===== src/hw/ppcf_map.svh =====
// register offsets, field positions, reset values and codes of the pad config block
`ifndef PPCF_MAP_SVH
`define PPCF_MAP_SVH
// ------------------------------------------------------------
// byte addresses
// ------------------------------------------------------------
`define PPCF_PIN_TWELVE_ADDR 32'h40044008
`define PPCF_PIN_FIVE_ADDR 32'h4004400C
// ------------------------------------------------------------
// field positions
// ------------------------------------------------------------
`define PPCF_PULL_LSB 3
`define PPCF_PULL_MSB 4
`define PPCF_SCHMITT_BIT 5
`define PPCF_FLIP_BIT 6
`define PPCF_RSV_LSB 7
`define PPCF_RSV_MSB 9
`define PPCF_POD_BIT 10
`define PPCF_DEPTH_LSB 11
`define PPCF_DEPTH_MSB 12
`define PPCF_CSEL_LSB 13
`define PPCF_CSEL_MSB 15
// ------------------------------------------------------------
// reset value, writable mask, fixed bits, codes
// ------------------------------------------------------------
`define PPCF_CFG_RESET 32'h00000090
`define PPCF_CFG_WMASK 32'h0000FC78
`define PPCF_CFG_FIXED 32'h00000080
`define PPCF_DEPTH_BYPASS 2'h0
`define PPCF_CSEL_RESERVED 3'h7
`define PPCF_NUM_DIV 7
`endif


===== src/hw/ppcf_pkg.sv =====
// shared types of the pad config block
package ppcf_pkg;
    // pull resistor modes
    typedef enum logic [1:0] {
        PPCF_PULL_NONE = 2'b00,
        PPCF_PULL_DOWN = 2'b01,
        PPCF_PULL_UP = 2'b10,
        PPCF_PULL_REPEAT = 2'b11
    } ppcf_pull_t;
    // glitch filter depths
    typedef enum logic [1:0] {
        PPCF_DEPTH_OFF = 2'b00,
        PPCF_DEPTH_ONE = 2'b01,
        PPCF_DEPTH_TWO = 2'b10,
        PPCF_DEPTH_THREE = 2'b11
    } ppcf_depth_t;
endpackage : ppcf_pkg


===== src/hw/ppcf_top.sv =====
// pad configuration registers and input filters for two pins
`timescale 1ns/1ns
`include "ppcf_map.svh"

module ppcf_top #(
    parameter int NUM_PINS = 2
) (
    input wire logic sys_clk_i,
    input wire logic reset_i,
    input wire logic [31:0] addr_i,
    input wire logic [31:0] wr_data_i,
    input wire logic wr_i,
    input wire logic rd_i,
    output logic [31:0] rd_data_o,
    input wire logic [6:0] div_tick_i,
    input wire logic [NUM_PINS-1:0] pin_i,
    input wire logic [NUM_PINS-1:0] gpio_out_i,
    input wire logic [NUM_PINS-1:0] gpio_dir_i,
    output logic [NUM_PINS-1:0] pin_level_o,
    output logic [NUM_PINS-1:0] pad_drive_o,
    output logic [NUM_PINS-1:0] pad_oe_o,
    output logic [2*NUM_PINS-1:0] pull_mode_o,
    output logic [NUM_PINS-1:0] schmitt_trigger_select_o
);

    // ------------------------------------------------------------
    // decoding helpers
    // ------------------------------------------------------------

    // address to register index; bit 1 of the result marks a hit
    function automatic logic [1:0] addr_dec(input logic [31:0] a);
        logic [1:0] r;
        r = 2'h0;
        if (a == `PPCF_PIN_TWELVE_ADDR) begin
            r = 2'h2;
        end else if (a == `PPCF_PIN_FIVE_ADDR) begin
            r = 2'h3;
        end
        return r;
    endfunction : addr_dec

    // value software sees: writable bits plus fixed reserved ones
    function automatic logic [31:0] cfg_view(input logic [31:0] c);
        return (c & `PPCF_CFG_WMASK) | `PPCF_CFG_FIXED;
    endfunction : cfg_view

    // pick the sample tick; the reserved code never samples
    function automatic logic tick_sel(input logic [2:0] s, input logic [6:0] t);
        logic r;
        r = 1'b0;
        if (s != `PPCF_CSEL_RESERVED) begin
            r = t[s];
        end
        return r;
    endfunction : tick_sel

    // ------------------------------------------------------------
    // register storage
    // ------------------------------------------------------------
    logic [31:0] cfg_ff [NUM_PINS];
    logic [31:0] rd_data_ff;
    logic [1:0] wr_hit;
    logic [1:0] rd_hit;

    assign wr_hit = addr_dec(addr_i);
    assign rd_hit = addr_dec(addr_i);

    // config writes; only writable bits are stored
    always_ff @(posedge sys_clk_i or posedge reset_i) begin
        if (reset_i) begin
            for (int i = 0; i < NUM_PINS; i++) begin
                cfg_ff[i] <= `PPCF_CFG_RESET;
            end
        end else if (wr_i && wr_hit[1]) begin
            cfg_ff[wr_hit[0]] <= wr_data_i & `PPCF_CFG_WMASK;
        end
    end

    // read data one cycle after the strobe, zero when unmapped or idle
    always_ff @(posedge sys_clk_i or posedge reset_i) begin
        if (reset_i) begin
            rd_data_ff <= 32'h00000000;
        end else if (rd_i && rd_hit[1]) begin
            rd_data_ff <= cfg_view(cfg_ff[rd_hit[0]]);
        end else begin
            rd_data_ff <= 32'h00000000;
        end
    end

    assign rd_data_o = rd_data_ff;

    // ------------------------------------------------------------
    // per-pin logic
    // ------------------------------------------------------------
    logic [NUM_PINS-1:0] samp_tick;
    logic [NUM_PINS-1:0] filt_level;
    logic [NUM_PINS-1:0] level_ff;
    logic [NUM_PINS-1:0] drive_ff;
    logic [NUM_PINS-1:0] oe_ff;
    logic [2*NUM_PINS-1:0] pull_ff;
    logic [NUM_PINS-1:0] schmitt_ff;

    genvar g;
    generate
        for (g = 0; g < NUM_PINS; g++) begin : gen_pin
            logic [2:0] csel;
            logic [1:0] depth;
            assign csel = cfg_ff[g][`PPCF_CSEL_MSB:`PPCF_CSEL_LSB];
            assign depth = cfg_ff[g][`PPCF_DEPTH_MSB:`PPCF_DEPTH_LSB];

            // divider ticks arrive on this clock, so no synchroniser
            assign samp_tick[g] = tick_sel(csel, div_tick_i);

            ppcf_filter u_filter (
                .sys_clk_i(sys_clk_i),
                .reset_i(reset_i),
                .pin_i(pin_i[g]),
                .tick_i(samp_tick[g]),
                .depth_i(depth),
                .level_o(filt_level[g])
            );

            // polarity applied after the filter so both levels filter alike
            always_ff @(posedge sys_clk_i or posedge reset_i) begin
                if (reset_i) begin
                    level_ff[g] <= 1'b0;
                end else begin
                    level_ff[g] <= filt_level[g] ^ cfg_ff[g][`PPCF_FLIP_BIT];
                end
            end

            // pseudo open-drain: drive low only, release for a one
            always_ff @(posedge sys_clk_i or posedge reset_i) begin
                if (reset_i) begin
                    drive_ff[g] <= 1'b0;
                    oe_ff[g] <= 1'b0;
                end else if (cfg_ff[g][`PPCF_POD_BIT]) begin
                    drive_ff[g] <= 1'b0;
                    oe_ff[g] <= gpio_dir_i[g] & ~gpio_out_i[g];
                end else begin
                    drive_ff[g] <= gpio_out_i[g];
                    oe_ff[g] <= gpio_dir_i[g];
                end
            end

            // pad analogue controls, registered to keep outputs glitch free
            always_ff @(posedge sys_clk_i or posedge reset_i) begin
                if (reset_i) begin
                    pull_ff[2*g+:2] <= ppcf_pkg::PPCF_PULL_UP;
                    schmitt_ff[g] <= 1'b0;
                end else begin
                    pull_ff[2*g+:2] <= cfg_ff[g][`PPCF_PULL_MSB:`PPCF_PULL_LSB];
                    schmitt_ff[g] <= cfg_ff[g][`PPCF_SCHMITT_BIT];
                end
            end
        end
    endgenerate

    assign pin_level_o = level_ff;
    assign pad_drive_o = drive_ff;
    assign pad_oe_o = oe_ff;
    assign pull_mode_o = pull_ff;
    assign schmitt_trigger_select_o = schmitt_ff;

    // ------------------------------------------------------------
    // per-pin checks
    // ------------------------------------------------------------
    // the same checks run on every pin, so a fault that only hits the
    // second register cannot hide behind the first one
    generate
        for (g = 0; g < NUM_PINS; g++) begin : gen_chk
            // only two addresses decode; further pins would alias the second
            localparam logic [31:0] PIN_ADDR = (g == 0) ? `PPCF_PIN_TWELVE_ADDR :
                `PPCF_PIN_FIVE_ADDR;

        end
    endgenerate
endmodule : ppcf_top


===== src/hw/ppcf_filter.sv =====
// pin synchroniser and sampled glitch filter for one pad
`timescale 1ns/1ns
`include "ppcf_map.svh"
module ppcf_filter (
    input wire logic sys_clk_i,
    input wire logic reset_i,
    input wire logic pin_i,
    input wire logic tick_i,
    input wire logic [1:0] depth_i,
    output logic level_o
);
    logic sync1_ff, sync2_ff, sync3_ff;
    logic stable_ff;
    logic level_ff;
    logic [1:0] cnt_ff;
    logic [1:0] nxt_cnt;

    // three-stage synchroniser; only the agreeing pair is looked at
    always_ff @(posedge sys_clk_i or posedge reset_i) begin
        if (reset_i) begin
            sync1_ff <= 1'b0;
            sync2_ff <= 1'b0;
            sync3_ff <= 1'b0;
        end else begin
            sync1_ff <= pin_i;
            sync2_ff <= sync1_ff;
            sync3_ff <= sync2_ff;
        end
    end

    // a change counts once stages two and three agree
    always_ff @(posedge sys_clk_i or posedge reset_i) begin
        if (reset_i) begin
            stable_ff <= 1'b0;
        end else if (sync2_ff == sync3_ff) begin
            stable_ff <= sync3_ff;
        end
    end

    assign nxt_cnt = cnt_ff + 2'h1;

    // n consecutive new-level samples move the output
    always_ff @(posedge sys_clk_i or posedge reset_i) begin
        if (reset_i) begin
            level_ff <= 1'b0;
            cnt_ff <= 2'h0;
        end else if (depth_i == `PPCF_DEPTH_BYPASS) begin
            level_ff <= stable_ff;
            cnt_ff <= 2'h0;
        end else if (tick_i) begin
            if (stable_ff == level_ff) begin
                cnt_ff <= 2'h0;
            // at-or-above, so a depth lowered mid-count cannot wrap the counter
            end else if (nxt_cnt >= depth_i) begin
                level_ff <= stable_ff;
                cnt_ff <= 2'h0;
            end else begin
                cnt_ff <= nxt_cnt;
            end
        end
    end

    assign level_o = level_ff;
endmodule : ppcf_filter


===== config.mk =====
export PLATFORM = sky130hd
export DESIGN_NAME = ppcf_top
export DESIGN_NICKNAME = d
export VERILOG_FILES = /design/src/hw/ppcf_pkg.sv /design/src/hw/ppcf_top.sv /design/src/hw/ppcf_filter.sv
export VERILOG_INCLUDE_DIRS = /design/src /design/src/hw
export SDC_FILE = /design/constraint.sdc
export NUM_CORES = 1
export LEC_CHECK = 0
export BUFFER_PORTS_ARGS = -buffer_cell sky130_fd_sc_hd__buf_4
export CORE_ASPECT_RATIO = 0.7
export CORE_UTILIZATION = 46
export DETAILED_ROUTE_END_ITERATION = 7
export PLACE_DENSITY = 0.86
export SLEW_MARGIN = 20
export SYNTH_ARGS = -nofsm -noshare
export SYNTH_HDL_FRONTEND = slang
export SYNTH_SLANG_ARGS = --single-unit

===== constraint.sdc =====
create_clock -name sys_clk_i -period 2.38 [get_ports sys_clk_i]
set_input_delay 0.238 -clock sys_clk_i [delete_from_list [all_inputs] [get_ports sys_clk_i]]
set_output_delay 0.238 -clock sys_clk_i [all_outputs]
set_load 0.03 [all_outputs]

# == After elaboration in Yosys (flattened, before gate mapping) ==
# Index checks and enable logic that the tools add are counted.
# classes
n_addsub,2
magnitude_cmp,6
n_eq_ne,10
mux,35
bitwise_logic,7
n_reduce_logical,11
# op_table
cell,n
bitwise mux 64 bit,1
== test 32 x 31 -> 1 bit (second input constant),2
two-way mux 16 bit,4
demux 32 bit (select 1 bit),1
two-way mux 32 bit,1
two-way mux 2 bit,10
two-way mux 1 bit,16
less-than comparator 3 x 4 -> 1 bit (second input constant),2
nonzero test 2 bit,4
binary-select mux 1 bit (select 3 bit),2
inequality test 3 bit (second input constant),2
AND reduction 3 bit,2
adder 2 x 1 -> 2 bit (second input constant),2
== test 1 bit,4
greater-or-equal comparator 2 bit,2
logical NOT 2 bit,2
inequality test 2 x 1 -> 1 bit (second input constant),2
logical AND 1 bit,3
AND 1 bit,2
greater-or-equal comparator 2 bit (second input constant),1
less-than comparator 2 x 1 -> 1 bit (second input constant),1
NOT 1 bit,2
NOT 1 -> 2 bit,1
bitwise XOR 1 bit,2
# word_totals
reg_bits,122
wordCells,96

# == Depth between registers and ports, before layout ==
# depth
ltp_word,9
ltp_mapped,7
ltp_nobuf,7

# == Cells and area by module ==
# Synthesis repeated with hierarchy kept, for this count alone.
# hier_totals
hier_cells,199
hier_area_um2,2617.5
# by_module_without_submodules
module,n_inst,cells_each,area_each_um2,seq_area_each_um2
ppcf_top,1,144,1950.6,1081.0
ppcf_filter at gen_pin[1].u_filter,1,28,344.1,175.2
ppcf_filter at gen_pin[0].u_filter,1,27,322.8,175.2

# == Least setup slack after synthesis ==
# Ideal clock, no wire load.
# synth_timing
path_kind,flip-flop to flip-flop
startpoint,reg cfg_ff[11] (netlist bit)
endpoint,reg gen_pin[1].u_filter.cnt_ff[1]
setup_ps,77
t_arrival_ps,1608
t_required_ps,2303
slack_ps,695
path_stages_with_launch,6
path_buffers,0
synth_period_minus_slack_ps,1685
cell_sequence,dfrtp_1 > ha_1 > nand2b_1 > a211o_1 > or4_1 > a21oi_1
# synth_between
elab_chain_len,5
# synth_rtl
element,line_no,rtl
from (decl),ppcf_top.sv:60,logic [31:0] cfg_ff [NUM_PINS];
"from (signal, indexed assignment)",ppcf_top.sv:72,cfg_ff[i] <= `PPCF_CFG_RESET;
"from (signal, indexed assignment)",ppcf_top.sv:75,cfg_ff[wr_hit[0]] <= wr_data_i & `PPCF_CFG_WMASK;
greater-or-equal comparator 2 bit,ppcf_filter.sv:54,end else if (nxt_cnt >= depth_i) begin
two-way mux 2 bit,ppcf_filter.sv:54,
two-way mux 2 bit,ppcf_filter.sv:51,if (stable_ff == level_ff) begin
two-way mux 2 bit,ppcf_filter.sv:50,end else if (tick_i) begin
two-way mux 2 bit,ppcf_filter.sv:47,end else if (depth_i == `PPCF_DEPTH_BYPASS) begin
to (signal assigned),ppcf_filter.sv:58,cnt_ff <= nxt_cnt;
to (decl),ppcf_filter.sv:15,logic [1:0] cnt_ff;
# Parallel ways exist; a longest one is shown, timed or not. The select of a mux whose other input is x is not followed.
# A chain may end at the register's enable or synchronous reset.

# == Worst setup path after layout ==
# layout_timing
startpoint,reg cfg_ff[14] (netlist bit)
endpoint,reg gen_pin[1].u_filter.level_ff
# layout_between
elab_chain_len,5
# layout_rtl
element,line_no,rtl
binary-select mux 1 bit (select 3 bit),ppcf_top.sv:52,r = t[s];
two-way mux 1 bit (implied by the code),ppcf_top.sv:52,
two-way mux 1 bit *,ppcf_top.sv:51,if (s != `PPCF_CSEL_RESERVED) begin
nonzero test 2 bit (no line) *,-,
AND reduction 3 bit (no line) *,-,
to (signal assigned),ppcf_filter.sv:48,level_ff <= stable_ff;
to (signal assigned),ppcf_filter.sv:55,level_ff <= stable_ff;
to (decl),ppcf_filter.sv:14,logic level_ff;
# Mark *: on every way between the ends. The rest lies on a longest branch, timed or not. The select of a mux whose other input is x is not followed.

==> flow_summary.html <==
<table>
<tr><th>Metric</th><th>Value</th></tr>
<tr><th colspan="2">Power and ir drop</th></tr>
<tr><td>Pleak</td><td>1.739 nW</td></tr>
<tr><td>P per Cell Area</td><td>597.5 mW/mm²</td></tr>
<tr><td>Worst VDD drop</td><td>0.3923 mV</td></tr>
<tr><th colspan="2">Die</th></tr>
<tr><td>Site Rows</td><td>22</td></tr>
<tr><td>Die area</td><td>0.005828 mm²</td></tr>
<tr><td>Number of top-level pins</td><td>125</td></tr>
<tr><td>X dimension of the die</td><td>90.82 µm</td></tr>
<tr><td>Initial core utilization</td><td>48.06%</td></tr>
<tr><td>Core area</td><td>0.005285 mm²</td></tr>
<tr><td>Y dimension of the die</td><td>64.17 µm</td></tr>
<tr><th colspan="2">CTS</th></tr>
<tr><td>Post-cts gate resize count</td><td>0</td></tr>
<tr><td>Clock edge transition at the registers on the reported setup and hold paths</td><td>0.06 ns</td></tr>
<tr><td>Clock Sinks</td><td>57</td></tr>
<tr><td>CTS Hold Bufs</td><td>3</td></tr>
<tr><td>H-tree depth</td><td>3</td></tr>
<tr><td>Clock latency on the worst-skew pair</td><td>0.33 ns</td></tr>
<tr><td>TritonCTS clock tree</td><td>yes</td></tr>
<tr><td>Post-CTS Setup Inserts</td><td>0</td></tr>
<tr><td>Buffer type at the clock tree root</td><td>sky130_fd_sc_hd__clkbuf_8</td></tr>
<tr><td>Largest buffer count on any clock path</td><td>2</td></tr>
<tr><td>Number of buffers inserted during clock tree synthesis</td><td>9</td></tr>
<tr><th colspan="2">Setup path</th></tr>
<tr><td>Startpoint types</td><td>flop</td></tr>
<tr><td>Standard cell with the maximum stage delay on the critical path</td><td>sky130_fd_sc_hd__mux4_2</td></tr>
<tr><td>CP Cell Sequence</td><td>mux4_2, mux2i_2, o22ai_1, mux2_4</td></tr>
<tr><td>Setup crit end kind</td><td>flop</td></tr>
<tr><td>CP Max Fanout</td><td>5</td></tr>
<tr><td>Worst Path Class, Setup</td><td>flop to flop</td></tr>
<tr><td>Crit path max-delay family</td><td>multiplexers</td></tr>
<tr><td>Worst path buffer plus inverter count</td><td>0</td></tr>
<tr><td>Worst Path Arrival</td><td>2.04 ns</td></tr>
<tr><td>Critical path's largest stage delay</td><td>0.56 ns</td></tr>
<tr><td>Worst Path Required</td><td>2.60 ns</td></tr>
<tr><th colspan="2">Detailed routing</th></tr>
<tr><td>Routed vias</td><td>1717</td></tr>
<tr><td>Via density per instance</td><td>4.628</td></tr>
<tr><td>Wire per inst</td><td>13.40 µm</td></tr>
<tr><td>Total Routed Length</td><td>4971 µm</td></tr>
<tr><td>DRC violations left</td><td>0</td></tr>
<tr><td>Number of DRC markers in iteration 0</td><td>31</td></tr>
<tr><td>DRT Pass-1 Iters</td><td>4</td></tr>
<tr><td>Residual antenna-violating net count after detailed routing</td><td>0</td></tr>
<tr><th colspan="2">Synthesis</th></tr>
<tr><td>Cell type with the largest total area after synthesis</td><td>sky130_fd_sc_hd__dfrtp_1</td></tr>
<tr><td>Most frequent cells after synthesis</td><td>53 x sky130_fd_sc_hd__dfrtp_1, 23 x sky130_fd_sc_hd__buf_4, 20 x sky130_fd_sc_hd__mux2_1, 16 x sky130_fd_sc_hd__nor2_1, 15 x sky130_fd_sc_hd__mux2i_1</td></tr>
<tr><td>Count of state elements after synthesis</td><td>57</td></tr>
<tr><td>Cell area after synthesis</td><td>0.002540 mm²</td></tr>
<tr><td>Sequential share of the synthesized area</td><td>56.35%</td></tr>
<tr><td>EDFF count, synth</td><td>0</td></tr>
<tr><td>Most common cell in the netlist</td><td>sky130_fd_sc_hd__dfrtp_1</td></tr>
<tr><td>Number of synthesis warnings</td><td>0</td></tr>
<tr><td>Count of different cell masters after synthesis</td><td>42</td></tr>
<tr><td>Avg Synthesized Cell Area</td><td>12.76 µm²</td></tr>
<tr><td>Leading register cell type out of synthesis</td><td>sky130_fd_sc_hd__dfrtp_1</td></tr>
<tr><td>Share of async-settable or async-resettable flops after synthesis</td><td>100.0%</td></tr>
<tr><td>Share of Yosys cell area claimed by the top area cell type</td><td>52.22%</td></tr>
<tr><td>Area contributors post-synth</td><td>sky130_fd_sc_hd__dfrtp_1 52%, sky130_fd_sc_hd__mux2_1 8.9%, sky130_fd_sc_hd__buf_4 6.8%</td></tr>
<tr><td>Gate count after technology mapping</td><td>199</td></tr>
<tr><th colspan="2">Cells and area</th></tr>
<tr><td># nets final</td><td>379</td></tr>
<tr><td>Share of final-layout standard cells stronger than drive strength 1</td><td>37.46%</td></tr>
<tr><td># diodes</td><td>0</td></tr>
<tr><td>Area growth from synthesis to layout</td><td>33.40%</td></tr>
<tr><th colspan="2">Min path</th></tr>
<tr><td>Worst min-delay path class</td><td>input pin to flop</td></tr>
<tr><th colspan="2">Global routing</th></tr>
<tr><td>Number of antenna violations at the first check in global routing</td><td>0</td></tr>
<tr><td>Largest net degree at the start of global routing</td><td>28</td></tr>
<tr><td>Number of global-route vias before repair</td><td>1718</td></tr>
<tr><td>All-layer global routing usage</td><td>18.74%</td></tr>
<tr><td>Global route overflow</td><td>0</td></tr>
<tr><td>First-pass GRT wire length</td><td>8093 µm</td></tr>
<tr><th colspan="2">STA</th></tr>
<tr><td>RSZ-0062 raised after global routing</td><td>no</td></tr>
<tr><td>Fin Clk Skew</td><td>0.007464 ns</td></tr>
<tr><td>Summed negative setup slack over all endpoints</td><td>0 ns</td></tr>
<tr><td>Final Hold Violating Endpoints</td><td>0</td></tr>
<tr><td>Normalized max-slew margin</td><td>65.05%</td></tr>
<tr><td>Minimum clock period after layout</td><td>1.815 ns</td></tr>
<tr><td>Final setup violation count</td><td>0</td></tr>
<tr><td>Fin Hold WS</td><td>0.09057 ns</td></tr>
<tr><td>Maximum frequency from static timing analysis</td><td>550.8 MHz</td></tr>
<tr><td>Max-slew violations</td><td>0</td></tr>
<tr><td>Fraction of the cycle the final worst path needs</td><td>76.28%</td></tr>
<tr><td>Pin slew with the least headroom to its limit</td><td>0.5235 ns</td></tr>
<tr><th colspan="2">Place</th></tr>
<tr><td>Total of buffers placed on input and output ports</td><td>81</td></tr>
<tr><td>Routability congestion estimate</td><td>0.7682</td></tr>
<tr><td>HPWL reported at the end of detailed placement</td><td>3889 µm</td></tr>
<tr><th colspan="2">Outcome</th></tr>
<tr><td>Status</td><td>finished, final reports clean</td></tr>
<tr><th colspan="2">Run</th></tr>
<tr><td>Maximum capacitance violations</td><td>0</td></tr>
</table>
worst reg2reg max path: stages (launching register included):
cell and delay, ns:
sky130_fd_sc_hd__dfrtp_1 0.43, sky130_fd_sc_hd__mux4_2 0.56, sky130_fd_sc_hd__mux2i_2 0.25, sky130_fd_sc_hd__o22ai_1 0.16, sky130_fd_sc_hd__mux2_4 0.31
metrics by stage:
step | total power (W) | util [%] | area [µm²] | std cells | setup slack (ns)
global route | 0.002105 | 64.11 | 3388 | 371 | 0.4562
finish | 0.002025 | 64.11 | 3388 | 371 | 0.5646
CTS | 0.002048 | 64.11 | 3388 | 371 | 0.5630
floorplan | 0.001146 | - | 2615 | 219 | 0.6950
global placement | 0.001219 | 60.04 | 3173 | 352 | 0.3939
detailed placement | 0.001223 | 60.04 | 3173 | 352 | 0.3195
path summary, 6_finish.rpt:
check / from / endpoint / slack, ns / cells after the start
min in group asynchronous: reset_i / cfg_ff[38] / 0.50 / 3
max reg2reg: cfg_ff[14] / gen_pin[1].u_filter.level_o / 0.56 / 4
min: gpio_out_i[0] / pad_oe_o[0] / 0.09 / 2
max in group asynchronous: reset_i / gen_pin[0].u_filter.level_o / 1.22 / 4
max: cfg_ff[14] / gen_pin[1].u_filter.level_o / 0.56 / 4
min reg2reg: gen_pin[0].u_filter.sync1_ff / gen_pin[0].u_filter.sync2_ff / 0.35 / 0
flip-flops by register name, indices dropped and copies added (netlist names):
signal / count
cfg_ff: 20
rd_data_o: 11
gen_pin.u_filter.cnt_ff: 4
pull_mode_o: 4
gen_pin.u_filter.level_o: 2
gen_pin.u_filter.stable_ff: 2
gen_pin.u_filter.sync1_ff: 2
gen_pin.u_filter.sync2_ff: 2
gen_pin.u_filter.sync3_ff: 2
pad_drive_o: 2
pad_oe_o: 2
pin_level_o: 2
schmitt_trigger_select_o: 2
power by group:
| part | total [W] | internal, W | switching (W) |
|---|---|---|---|
| sequential | 0.000999 | 0.000989 | 0.0000108 |
| clock | 0.000816 | 0.000462 | 0.000355 |
| combinational | 0.000209 | 0.0000960 | 0.000113 |
| total | 0.00202 | 0.00155 | 0.000478 |
routing by layer:
metal | GRT usage [%] | share of wire, % | up-vias
met2 | 30.59 | 48 | 61
li1 | - | - | 838
met1 | 22.39 | 44 | 809
met4 | 5.357 | 1.1 | 0
met5 | 0 | 0 | -
met3 | 8.690 | 6.4 | 9
placed cells by master (no fill, tap or decap), drive strengths merged, types with 2 or more instances in the layout:
cell type	count
dfstp	4
conb	21
inv	5
a21boi	2
nand2	6
dlygate4sd3	3
ha	4
a21oi	2
o21ai	3
buf	87
nor4	5
nor2b	3
nand2b	4
xor2	4
dfrtp	53
mux2	22
clkbuf	14
nor4b	2
mux2i	16
nand3b	3
nor3	2
nor2	16
maj3	2
area by class of cell:
cell class	instances	area [µm²]
flip-flops and latches	57	1431
multi-input cells	131	979.7
well taps	72	90.09
fillers	428	1897
clock inverters	2	12.51
repair buffers	90	683.2
clock buffers	14	172.7
inverters	5	18.77
kinds of logic after synthesis:
logic type	after synthesis	synth area share [%]
other	1	0.1476
DFF	57	56.35
AOI/OAI and AO/OA	14	3.646
muxes	39	17.24
and+or+nand+nor	46	10.10
buffers and inverters	31	8.030
adders and majority gates	6	2.759
xor gates and xnor gates	5	1.724
No activity file was read; power rests on OpenSTA's default activity.
